**src/design/ssp_spi_regs.svh**
```systemverilog
// register offsets, field positions and timing counts of the serial port
`ifndef SSP_SPI_REGS_SVH
`define SSP_SPI_REGS_SVH
// printed offsets are not all multiples of four: they are word indices
`define IDX_PERIPHERAL_INT_FLAGS 8'h0c
`define IDX_SERIAL_TRANSFER_BUFFER 8'h13
`define IDX_SERIAL_PORT_CONTROL 8'h14
`define IDX_PERIPHERAL_INT_ENABLES 8'h8c
`define IDX_SERIAL_PORT_STATUS 8'h94
`define IDX_PORT_DIRECTION 8'h95
`define IDX_PORT_SLEEP 8'h96
// control register fields
`define CTL_COLLISION_BIT 7
`define CTL_OVERFLOW_BIT 6
`define CTL_ENABLE_BIT 5
`define CTL_POLARITY_BIT 4
`define CTL_MODE_HI 3
`define CTL_MODE_LO 0
// flag register bit for the port
`define FLAG_PORT_BIT 3
// status register buffer full bit
`define STAT_FULL_BIT 0
// direction register bits (1 = input)
`define DIR_CLOCK_BIT 0
`define DIR_DATA_OUT_BIT 1
`define DIR_SELECT_BIT 2
// mode codes
`define MODE_MASTER_DIV4 4'h0
`define MODE_MASTER_DIV16 4'h1
`define MODE_MASTER_DIV64 4'h2
`define MODE_MASTER_TIMER 4'h3
`define MODE_SLAVE_SELECT 4'h4
`define MODE_SLAVE_FREE 4'h5
// half bit periods in system clocks for each divided rate
`define HALF_DIV4 6'h02
`define HALF_DIV16 6'h08
`define HALF_DIV64 6'h20
`define RESET_BYTE 8'h00
`define LAST_BIT 3'h7
`endif

```
**src/design/ssp_spi_pkg.sv**
```systemverilog
// types shared by the serial port design
package ssp_spi_pkg;
    typedef enum logic [1:0] {idle_type_s, low_type_s, high_type_s}
        master_phase_type;
endpackage : ssp_spi_pkg

```
**src/design/ssp_spi.sv**
```systemverilog
// spi mode of the synchronous serial port, with apb register access
`timescale 1ns/10ps
`include "ssp_spi_regs.svh"

// Function
// - drive on one edge, sample on opposite
// - buffer write starts master transfer immediately
// - master with clock input keeps receiving
// - slave shifts on external clock, sets flag
// - polarity from control bit four
// - most significant bit first
// - master rates div4, div16, div64, timer/2
// - slave works in sleep, wakes device
// - select gating only mode 04h, pin input
// - select low enables shifting, drives output
// - select high floats data output
// - select return resumes at same bit
// - data output as input stops transmission
// - mode field codes master and slave modes
// - busy write discarded, sets collision flag
// - full byte loads buffer, flags; read clears
// - slave overflow keeps old byte, flags
module ssp_spi
    import ssp_spi_pkg::*;
(
    input wire logic pclk,
    input wire logic presetn,
    input wire logic psel,
    input wire logic penable,
    input wire logic pwrite,
    input wire logic [31:0] paddr,
    input wire logic [31:0] pwdata,
    output logic [31:0] prdata,
    output logic pready,
    output logic pslverr,
    input wire logic timer_tick, // second timer period match pulse
    input wire logic sclk_in, // serial clock pin level
    output logic sclk_out,
    output logic sclk_oe_n, // low while the clock pin is driven
    input wire logic data_in, // serial data input pin
    output logic data_out,
    output logic data_out_oe_n, // low while data output is driven
    input wire logic select_n, // slave select pin, active low
    output logic port_irq, // level interrupt
    output logic wake // sleep wake request
);
    // registers
    logic [7:0] peripheral_int_flags;
    logic [7:0] peripheral_int_enables;
    logic [7:0] serial_port_control;
    logic [7:0] transfer_buffer;
    logic buffer_full_flag;
    logic [2:0] port_direction; // clock, data out, select: 1 = input
    logic sleeping; // device sleep state
    // shifter state
    logic [7:0] shift_register, tx_byte; // receive shifter, byte to send
    logic [2:0] bit_count, out_count; // bits sampled, bits driven
    logic busy;
    logic out_bit;
    master_phase_type phase;
    logic [5:0] div_count;
    logic [3:0] samp_pipe; // master sample strobe, delayed
    // synchronisers, three stages each
    logic [2:0] sclk_sync, data_sync, sel_sync;
    logic sclk_level, sel_level, sclk_prev;

    // decoded controls
    logic enabled, polarity, master, slave, gated, selected;
    logic [3:0] mode;
    assign mode = serial_port_control[`CTL_MODE_HI:`CTL_MODE_LO];
    assign enabled = serial_port_control[`CTL_ENABLE_BIT];
    assign polarity = serial_port_control[`CTL_POLARITY_BIT];
    assign master = enabled && (mode <= `MODE_MASTER_TIMER);
    assign slave = enabled && (mode == `MODE_SLAVE_SELECT
        || mode == `MODE_SLAVE_FREE);
    assign gated = (mode == `MODE_SLAVE_SELECT)
        && port_direction[`DIR_SELECT_BIT];
    assign selected = !gated || !sel_level;

    // byte address from register index
    function automatic logic hit(input logic [31:0] a, input logic [7:0] i);
        hit = (a[31:2] == {22'h000000, i}) && (a[1:0] == 2'h0);
    endfunction : hit

    // bus phases
    logic wr_access, rd_access, mapped;
    assign wr_access = psel && penable && pwrite;
    assign rd_access = psel && penable && !pwrite;
    assign mapped = hit(paddr, `IDX_PERIPHERAL_INT_FLAGS)
        || hit(paddr, `IDX_SERIAL_TRANSFER_BUFFER)
        || hit(paddr, `IDX_SERIAL_PORT_CONTROL)
        || hit(paddr, `IDX_PERIPHERAL_INT_ENABLES)
        || hit(paddr, `IDX_SERIAL_PORT_STATUS)
        || hit(paddr, `IDX_PORT_DIRECTION)
        || hit(paddr, `IDX_PORT_SLEEP);
    logic buf_write, buf_read;
    assign buf_write = wr_access && hit(paddr, `IDX_SERIAL_TRANSFER_BUFFER);
    assign buf_read = rd_access && hit(paddr, `IDX_SERIAL_TRANSFER_BUFFER);

    // pin synchronisers: each stage feeds the next
    always_ff @(posedge pclk or negedge presetn)
    begin
        if (!presetn)
        begin
            sclk_sync <= 3'h0;
            data_sync <= 3'h0;
            sel_sync <= 3'h7;
            sclk_level <= 1'b0;
            sel_level <= 1'b1;
            sclk_prev <= 1'b0;
        end
        else
        begin
            sclk_prev <= sclk_level;
            sclk_sync <= {sclk_sync[1:0], sclk_in};
            data_sync <= {data_sync[1:0], data_in};
            sel_sync <= {sel_sync[1:0], select_n};
            // a change counts when stages two and three agree
            if (sclk_sync[1] == sclk_sync[2])
                sclk_level <= sclk_sync[2];
            if (sel_sync[1] == sel_sync[2])
                sel_level <= sel_sync[2];
        end
    end

    // slave clock edges relative to polarity
    logic ext_lead, ext_trail;
    // leading edge leaves idle level: data changes; trailing: sample
    assign ext_lead = (sclk_level != sclk_prev) && (sclk_prev == polarity);
    assign ext_trail = (sclk_level != sclk_prev) && (sclk_level == polarity);

    // master bit clock generator
    logic [5:0] half_len;
    logic half_tick;
    always_comb
    begin
        unique case (mode[1:0])
            2'h0: half_len = `HALF_DIV4;
            2'h1: half_len = `HALF_DIV16;
            2'h2: half_len = `HALF_DIV64;
            2'h3: half_len = 6'h01;
        endcase
    end
    // timer rate: each half period ends on a timer tick, so bit = timer/2
    assign half_tick = (mode[1:0] == 2'h3) ? timer_tick
        : (div_count == half_len - 6'h01);
    always_ff @(posedge pclk or negedge presetn)
    begin
        if (!presetn)
        begin
            div_count <= 6'h00;
            samp_pipe <= 4'h0;
        end
        else
        begin
            // data in lags the wire by the pin flop and three sync flops,
            // so the master samples four cycles after its trailing edge
            samp_pipe <= {samp_pipe[2:0],
                master && phase == high_type_s && half_tick};
            div_count <= (phase == idle_type_s || half_tick) ? 6'h00
                : div_count + 6'h01;
        end
    end

    // events of the shifter
    logic shift_edge, sample_edge, byte_done;
    assign sample_edge = master ? samp_pipe[3]
        : (slave && selected && ext_trail);
    assign shift_edge = master ? (phase == low_type_s && half_tick)
        : (slave && selected && ext_lead);
    assign byte_done = sample_edge && busy && bit_count == `LAST_BIT;

    // master phase: low = idle level, ends in the leading edge; high after
    always_ff @(posedge pclk or negedge presetn)
    begin
        if (!presetn)
            phase <= idle_type_s;
        else if (!master)
            phase <= idle_type_s;
        else
            unique case (phase)
                idle_type_s:
                    if (buf_write && !busy)
                        phase <= low_type_s;
                low_type_s:
                    if (half_tick)
                        phase <= high_type_s;
                high_type_s:
                    if (half_tick)
                        phase <= (out_count == 3'h0) ? idle_type_s
                            : low_type_s;
            endcase
    end

    // shift registers and bit counters
    always_ff @(posedge pclk or negedge presetn)
    begin
        if (!presetn)
        begin
            shift_register <= `RESET_BYTE;
            tx_byte <= `RESET_BYTE;
            bit_count <= 3'h0;
            out_count <= 3'h0;
            busy <= 1'b0;
            out_bit <= 1'b0;
        end
        else if (buf_write && !busy)
        begin
            // a write while disabled preloads the byte for a later slave
            tx_byte <= pwdata[7:0];
            out_bit <= pwdata[7];
            bit_count <= 3'h0;
            out_count <= 3'h0;
            busy <= 1'b1;
        end
        else if (!enabled)
        begin
            // clearing enable resets the port, dropping a partial byte
            bit_count <= 3'h0;
            out_count <= 3'h0;
            busy <= 1'b0;
        end
        else
        begin
            // counts survive select going high, so shifting resumes
            if (sample_edge)
            begin
                shift_register <= {shift_register[6:0], data_sync[2]};
                busy <= 1'b1;
                bit_count <= bit_count + 3'h1;
                if (bit_count == `LAST_BIT)
                    busy <= slave; // slave stays armed for next byte
            end
            if (shift_edge)
            begin
                out_bit <= tx_byte[`LAST_BIT - out_count];
                out_count <= out_count + 3'h1;
            end
        end
    end

    // serial clock pin: master drives only if its direction is output
    always_ff @(posedge pclk or negedge presetn)
    begin
        if (!presetn)
        begin
            sclk_out <= 1'b0;
            sclk_oe_n <= 1'b1;
        end
        else
        begin
            // line monitor: clock pin as input still clocks
            sclk_out <= (phase == high_type_s) ? !polarity : polarity;
            sclk_oe_n <= !(master && !port_direction[`DIR_CLOCK_BIT]);
        end
    end

    // data output pin driver
    always_ff @(posedge pclk or negedge presetn)
    begin
        if (!presetn)
        begin
            data_out <= 1'b0;
            data_out_oe_n <= 1'b1;
        end
        else
        begin
            data_out <= out_bit;
            // direction input suppresses it select high floats
            data_out_oe_n <= !((master || (slave && selected))
                && !port_direction[`DIR_DATA_OUT_BIT]);
        end
    end

    // receive buffer, full flag, collision and overflow
    always_ff @(posedge pclk or negedge presetn)
    begin
        if (!presetn)
        begin
            transfer_buffer <= `RESET_BYTE;
            buffer_full_flag <= 1'b0;
            serial_port_control <= 8'h00;
        end
        else
        begin
            if (wr_access && hit(paddr, `IDX_SERIAL_PORT_CONTROL))
                serial_port_control <= pwdata[7:0];
            if (buf_read)
                buffer_full_flag <= 1'b0;
            if (byte_done)
            begin
                if (slave && buffer_full_flag && !buf_read)
                    serial_port_control[`CTL_OVERFLOW_BIT] <= 1'b1;
                else
                begin
                    transfer_buffer <= {shift_register[6:0], data_sync[2]};
                    buffer_full_flag <= 1'b1;
                end
            end
            if (buf_write && busy)
                serial_port_control[`CTL_COLLISION_BIT] <= 1'b1;
        end
    end

    // flag, enable, direction and sleep registers
    always_ff @(posedge pclk or negedge presetn)
    begin
        if (!presetn)
        begin
            peripheral_int_flags <= 8'h00;
            peripheral_int_enables <= 8'h00;
            port_direction <= 3'h7;
            sleeping <= 1'b0;
        end
        else
        begin
            if (wr_access && hit(paddr, `IDX_PERIPHERAL_INT_ENABLES))
                peripheral_int_enables <= pwdata[7:0];
            if (wr_access && hit(paddr, `IDX_PORT_DIRECTION))
                port_direction <= pwdata[2:0];
            if (wr_access && hit(paddr, `IDX_PORT_SLEEP))
                sleeping <= pwdata[0];
            // flag register read clears flags; a new byte wins the same cycle
            if (rd_access && hit(paddr, `IDX_PERIPHERAL_INT_FLAGS))
                peripheral_int_flags <= 8'h00;
            if (byte_done)
                peripheral_int_flags[`FLAG_PORT_BIT] <= 1'b1;
            if (byte_done && slave)
                sleeping <= 1'b0;
        end
    end

    // interrupt and wake outputs
    always_ff @(posedge pclk or negedge presetn)
    begin
        if (!presetn)
        begin
            port_irq <= 1'b0;
            wake <= 1'b0;
        end
        else
        begin
            port_irq <= |(peripheral_int_flags & peripheral_int_enables);
            wake <= sleeping && byte_done && slave;
        end
    end

    // apb read data and response, zero wait states
    always_ff @(posedge pclk or negedge presetn)
    begin
        if (!presetn)
        begin
            prdata <= 32'h00000000;
            pready <= 1'b0;
            pslverr <= 1'b0;
        end
        else
        begin
            pready <= psel && !penable;
            pslverr <= psel && !penable && !mapped;
            prdata <= 32'h00000000;
            if (psel && !penable && !pwrite)
            begin
                if (hit(paddr, `IDX_PERIPHERAL_INT_FLAGS))
                    prdata[7:0] <= peripheral_int_flags;
                if (hit(paddr, `IDX_SERIAL_TRANSFER_BUFFER))
                    prdata[7:0] <= transfer_buffer;
                if (hit(paddr, `IDX_SERIAL_PORT_CONTROL))
                    prdata[7:0] <= serial_port_control;
                if (hit(paddr, `IDX_PERIPHERAL_INT_ENABLES))
                    prdata[7:0] <= peripheral_int_enables;
                if (hit(paddr, `IDX_SERIAL_PORT_STATUS))
                    prdata[`STAT_FULL_BIT] <= buffer_full_flag;
                if (hit(paddr, `IDX_PORT_DIRECTION))
                    prdata[2:0] <= port_direction;
                if (hit(paddr, `IDX_PORT_SLEEP))
                    prdata[0] <= sleeping;
            end
        end
    end
endmodule : ssp_spi

```
**config.mk**
```make
export PLATFORM = sky130hd
export DESIGN_NAME = ssp_spi
export DESIGN_NICKNAME = d
export VERILOG_FILES = /design/src/design/ssp_spi_pkg.sv /design/src/design/ssp_spi.sv
export VERILOG_INCLUDE_DIRS = /design/src /design/src/design
export SDC_FILE = /design/constraint.sdc
export NUM_CORES = 1
export LEC_CHECK = 0
export ABC_AREA = 1
export BUFFER_PORTS_ARGS = -buffer_cell sky130_fd_sc_hd__buf_2
export CORE_MARGIN = 2
export CORE_UTILIZATION = 54
export DETAILED_ROUTE_END_ITERATION = 8
export PLACE_DENSITY = 0.8
export RECOVER_POWER = 25
export SLEW_MARGIN = 20
export SYNTH_ARGS = -nofsm -noshare
export SYNTH_HDL_FRONTEND = slang
export SYNTH_SLANG_ARGS = --single-unit
```
**constraint.sdc**
```tcl
create_clock -name pclk -period 2.47 [get_ports pclk]
set_input_delay 0.3705 -clock pclk [delete_from_list [all_inputs] [get_ports pclk]]
set_output_delay 0.3705 -clock pclk [all_outputs]
set_load 0.05 [all_outputs]
```
Word level (Yosys, flattened, before mapping):

Index checks and enable logic that the tools add are counted.

* flip-flop bits (word level): 93
* memories: 0
* bits in latches: 0
* input bits: 73
* bits in read-only memories: 0
* bits in writable memories: 0

* reductions and logical operators: 78
* bitwise operators: 3
* shift-type cells: 0
* magnitude comparators: 2
* muxes and demuxes: 46
* $add $sub $neg: 5
* div/mod/pow operators: 0
* eq/ne operators: 26
* $mul: 0

Operator list (number)
* == test 30 x 8 -> 1 bit (second input constant): 4
* == test 30 x 5 -> 1 bit (second input constant): 2
* logical AND 1 bit: 42
* 2-to-1 mux 8 bit: 5
* == test 30 x 4 -> 1 bit (second input constant): 1
* 2-to-1 mux 1 bit: 24
* one-hot mux 6 bit (4 select lines): 1
* 2-to-1 mux 3 bit: 7
* zero test 1 bit: 12
* logical OR 1 bit: 10
* nonzero test 2 bit: 5
* AND 4 x 8 -> 8 bit: 1
* == test 4 x 3 -> 1 bit (second input constant): 2
* 2-to-1 mux 2 bit: 4
* 2-to-1 mux 4 bit: 2
* OR reduction 8 bit: 1
* adder 3 x 1 -> 3 bit (second input constant): 2
* adder 6 x 1 -> 6 bit (second input constant): 1
* == test 2 bit (second input constant): 3
* == test 6 bit: 1
* zero test 2 bit: 3
* 2-to-1 mux 6 bit: 1
* inequality test 3 x 1 -> 1 bit (second input constant): 2
* inequality test 3 bit (second input constant): 2
* other kinds (15): 22

Longest topological paths before layout:

* depth after elaboration: 11
* depth in mapped cells: 13

Worst setup path after synthesis:

Ideal clock, no wire load.

* path type: register to register
* start point: reg serial_port_control[0]
* end point: reg transfer_buffer[0]
* data arrival time: 1674 ps
* buffers on the path: 0
* slack: 679 ps
* clock period less this slack: 1791 ps
* setup time: 117 ps
* stages on the path, launching flop included: 14
* path through: dfrtp_1 inv_1 ha_1 inv_1 nand2_1 nand3_1 a31oi_1 nand2_1 nand2_2 inv_1 nor2_4 nand2_2 nand2_1 nand2_1

* cells in the longest elaborated chain, start to end: 10

RTL lines
* start, declared: RTL line ssp_spi.sv:50 `logic [7:0] serial_port_control;`
* start signal, assigned: RTL line ssp_spi.sv:287 `serial_port_control <= pwdata[7:0];`
* == test 4 x 3 -> 1 bit (no line)
* logical AND 1 bit: RTL line ssp_spi.sv:76 `` assign gated = (mode == `MODE_SLAVE_SELECT) ``
* zero test 1 bit: RTL line ssp_spi.sv:78 `assign selected = !gated || !sel_level;`
* logical OR 1 bit: RTL line ssp_spi.sv:78
* logical AND 1 bit (2 in series): RTL line ssp_spi.sv:168 `: (slave && selected && ext_trail);`
* 2-to-1 mux 1 bit: RTL line ssp_spi.sv:167 `assign sample_edge = master ? samp_pipe[3]`
* logical AND 1 bit: RTL line ssp_spi.sv:171 `` assign byte_done = sample_edge && busy && bit_count == `LAST_BIT; ``
* logical AND 1 bit (no line)
* AND reduction 2 bit (no line) (*)
* end signal, assigned: RTL line ssp_spi.sv:280 `` transfer_buffer <= `RESET_BYTE; ``
* end signal, assigned: RTL line ssp_spi.sv:296 `transfer_buffer <= {shift_register[6:0], data_sync[2]};`
* end, declared: RTL line ssp_spi.sv:51 `logic [7:0] transfer_buffer;`

Every way passes the cells marked *; elsewhere a longest branch is shown, timed or not.
A chain may end at the register's enable or synchronous reset.

Final worst setup path:

* start point: reg serial_port_control[0]
* end point: reg transfer_buffer[5]

The elaborated chain is that of the path after synthesis.

==> impl_metrics.py <==
metrics = {
    "cts": {
        "cts_max_level": 3,
        "tritoncts": "done",
        "cts_hold_buf": 0,
        "clkTransAtPathRegs_ns": 0.10,
        "clock_latency_ns": 0.36,
        "cts-root-buf": "clkbuf_8",
        "cts_max_path_buffers": 2,
        "numCtsBuffers": 9,
        "cts_resized": 0,
        "postCtsSetupRepairBufs": 0,
        "cts.sinks": 93,
    },
    "sta": {
        "hold_viol": 0,
        "max-slew-margin-rel_pct": 26.6,
        "drv_slew": 0,
        "rsz0062_at_grt": "no",
        "timing.fmax_mhz": 437,
        "worst_hold_slack_ns": 0.107,
        "fin_skew_ns": 0.0117,
        "fin_crit_sh_pct": 92.6,
        "setup_viol": 0,
        "setup_tns_ns": 0,
        "min_period_ns": 2.29,
        "tightest_slew_ns": 1.10,
    },
    "critical_path": {
        "crit_path_start_kind": "flip-flop",
        "crit_top_cell": "nand2_1",
        "cp_top_family": "simple AND/OR/NAND/NOR gates",
        "crit_arrival_ns": 2.53,
        "worst_setup_path_end_kind": "flip-flop",
        "cp_max_fo": 10,
        "path_buf_inv": 3,
        "critical_path.max_stage_delay_ns": 0.46,
        "crit_path_cell_trace": "inv_1 > ha_1 > inv_1 > nand2_1 > nand3_1 > a31oi_1 > nand2_1 > nand2_2 > inv_1 > nor2_4 > nand2_2 > nand2_1 > nand2_1",
        "critical_path_class": "flip-flop to flip-flop",
        "cp_data_required_time_ns": 2.72,
        "slowest_stage": "dfrtp_1",
        "r2r_slack_ns": 0.18,
    },
    "die": {
        "die_height_um": 97.0,
        "core-area_mm2": 0.00830,
        "initial_core_util_pct": 56.3,
        "fp-row-count": 33,
        "io_pins": 113,
        "die_area_mm2": 0.00941,
        "die_w_um": 97.0,
    },
    "global_routing": {
        "grt_overflow": 0,
        "grt_pass1_wl_um": 16700,
        "track_usage_pct": 21.8,
        "antenna_found_initial": 0,
        "grt_pass1_vias": 3707,
        "grt_max_degree": 50,
    },
    "cells_and_area": {
        "num_antenna_cells": 0,
        "fin_nets": 720,
        "postLayoutCoreUtil_pct": 63.7,
        "n_fill_cell": 717,
        "area_growth_syn_to_layout_pct": 13.2,
        "drive_gt1_share_pct": 19.0,
    },
    "power": {
        "ir_drop_mv": 0.385,
        "p_comb_share_pct": 7.2,
        "p_seq_share_pct": 51.8,
        "clockPowerShare_pct": 40.9,
        "power.switching_uw": 718,
        "p_int_uw": 2260,
        "p_per_area_mw_per_mm2": 564,
        "p_leak_uw": 0.00281,
        "swShare_pct": 24.1,
    },
    "placed_design": {
        "dp_hpwl_um": 7450,
        "gp_congestion": 0.894,
        "portBuffers": 64,
    },
    "synthesis": {
        "post_synth_inst_count": 564,
        "synth_edf_count": 0,
        "synth_warnings": 0,
        "syn_area_mm2": 0.00467,
        "syn_avg_cell_area_um2": 8.28,
        "ys_seq_area_share_pct": 50.1,
        "synth.distinct_cells": 46,
        "async_reset_ff_share_pct": 100,
        "ys_ff_latch": 93,
        "synth_flop_cell": "dfrtp_1",
    },
    "route": {
        "routedWlPerCell_um": 13.3,
        "drc": 0,
        "drt_iter0_drc": 296,
        "viasPerCell": 5.17,
        "drtAntennaViolNets": 0,
        "drt-pass1-iter-count": 5,
        "wirelength_um": 9940,
        "dr_total_vias": 3864,
    },
    "hold_path": {
        "hold_class": "primary input to flip-flop",
    },
    "run": {
        "drv_cap": 0,
    },
    "outcome": {
        "status": "finished, final reports clean",
    },
}
==> layout by cell type, fill, tap and decap left out, drive strengths merged <==
cell type  netlist  final
maj3             2      2
clkbuf           0     10
o21bai           1      1
nor4             2      2
a31oi            1      1
a21oi            7      7
nor3            17     17
dfrtp           84     84
o2111ai          1      1
nand3b           1      1
nand4            5      5
o22ai            3      3
dfstp            9      9
nor2            52     52
xnor2            1      1
a311oi           1      1
o211ai           2      2
clkinvlp         0      3
bufinv           0      3
conb             1     24
or2              4      4
and2             2      2
ha              10     10
xor2             4      4
and3             1      1
nand3           50     50
o21ai           37     37
inv             69     70
nor3b            3      3
nor2b            1      1
o31ai            1      1
clkinv           1      1
nand2          161    161
nand2b           1      1
buf             29     67
==> logic make-up (layout without fill, tap and decap cells) <==
logic type / count (synthesis) / count (layout) / share of synthesized area (%)
DFF: 93 / 93 / 50.1
xor gates and xnor gates: 5 / 5 / 0.938
AOI/OAI and AO/OA: 54 / 54 / 6.38
buffers and inverters: 99 / 154 / 10.2
other: 1 / 24 / 0.0803
and+or+nand+nor: 300 / 300 / 29.2
adders and majority gates: 12 / 12 / 3.11
==> through the flow <==
stage               instance area, um^2  power (uW)  cells  worst slack, ns
floorplan                          4760        1730    587            0.679
global placement                   5040        1790    731            0.372
detailed placement                 5040        1790    731            0.298
CTS                                5290        3000    747            0.230
global route                       5280        3090    747           0.0138
finish                             5280        2980    747            0.183
==> cell usage after synthesis, types with 4 or more instances <==
cell     count  area share [%]
buf_4       24             3.9
o21ai_1     14             1.5
nand2_1    155              12
o21ai_0     23             2.5
inv_1       65             5.2
buf_2        4            0.43
dfrtp_1     84              45
ha_1        10             2.7
nand4_1      5            0.67
nor3_1      13             1.4
nor3_2       4            0.86
nand2_2      5            0.67
nor2_1      47             3.8
xor2_1       4            0.75
dfstp_2      9             5.1
a21oi_1      7            0.75
nand3_1     46             4.9
==> registers in the layout, summed over array words and instances (netlist names), 2 cells and up <==
| signal | count |
|---|---|
| bit_count | 3 |
| data_sync | 3 |
| div_count | 6 |
| out_count | 3 |
| peripheral_int_enables | 8 |
| phase | 2 |
| port_direction | 3 |
| prdata | 8 |
| samp_pipe | 4 |
| sclk_sync | 3 |
| sel_sync | 3 |
| serial_port_control | 8 |
| shift_register | 7 |
| transfer_buffer | 8 |
| tx_byte | 8 |
==> per-layer routing <==
layer / global-route usage (%) / vias up / wire length, um
li1: - / 1890 / -
met1: 28.7 / 1815 / 4320
met2: 35.9 / 140 / 4880
met3: 5.71 / 19 / 607
met4: 5.96 / 0 / 137
met5: 0 / - / 0
==> area by class of cell <==
class	count	area [um^2]	area share (%)
sequential	93	2340	44.3
tap	105	131	2.49
clock inverter	7	121	2.30
inverter	70	267	5.04
timing repair buffer	68	363	6.87
multi-input combinational	395	1940	36.7
clock buffer	9	124	2.34
==> final timing paths <==
kind / startpoint / end / cells past startpoint
max in group asynchronous: presetn / port_direction[0] / 2
hold / removal: select_n / sel_sync[0] / 1
hold reg to reg: samp_pipe[2] / samp_pipe[3] / 0
setup reg to reg: serial_port_control[0] / transfer_buffer[5] / 13
min in group asynchronous: presetn / sclk_sync[0] / 1
setup / recovery: serial_port_control[0] / transfer_buffer[5] / 13
==> power by group through the flow <==
stage	clock (uW)	sequential, uW	combinational (uW)
CTS	1240	1550	219
detailed placement	0	1580	218
finish	1220	1550	216
global placement	0	1570	213
floorplan	0	1580	151
global route	1310	1550	237
No activity file was read; power rests on OpenSTA's default activity.
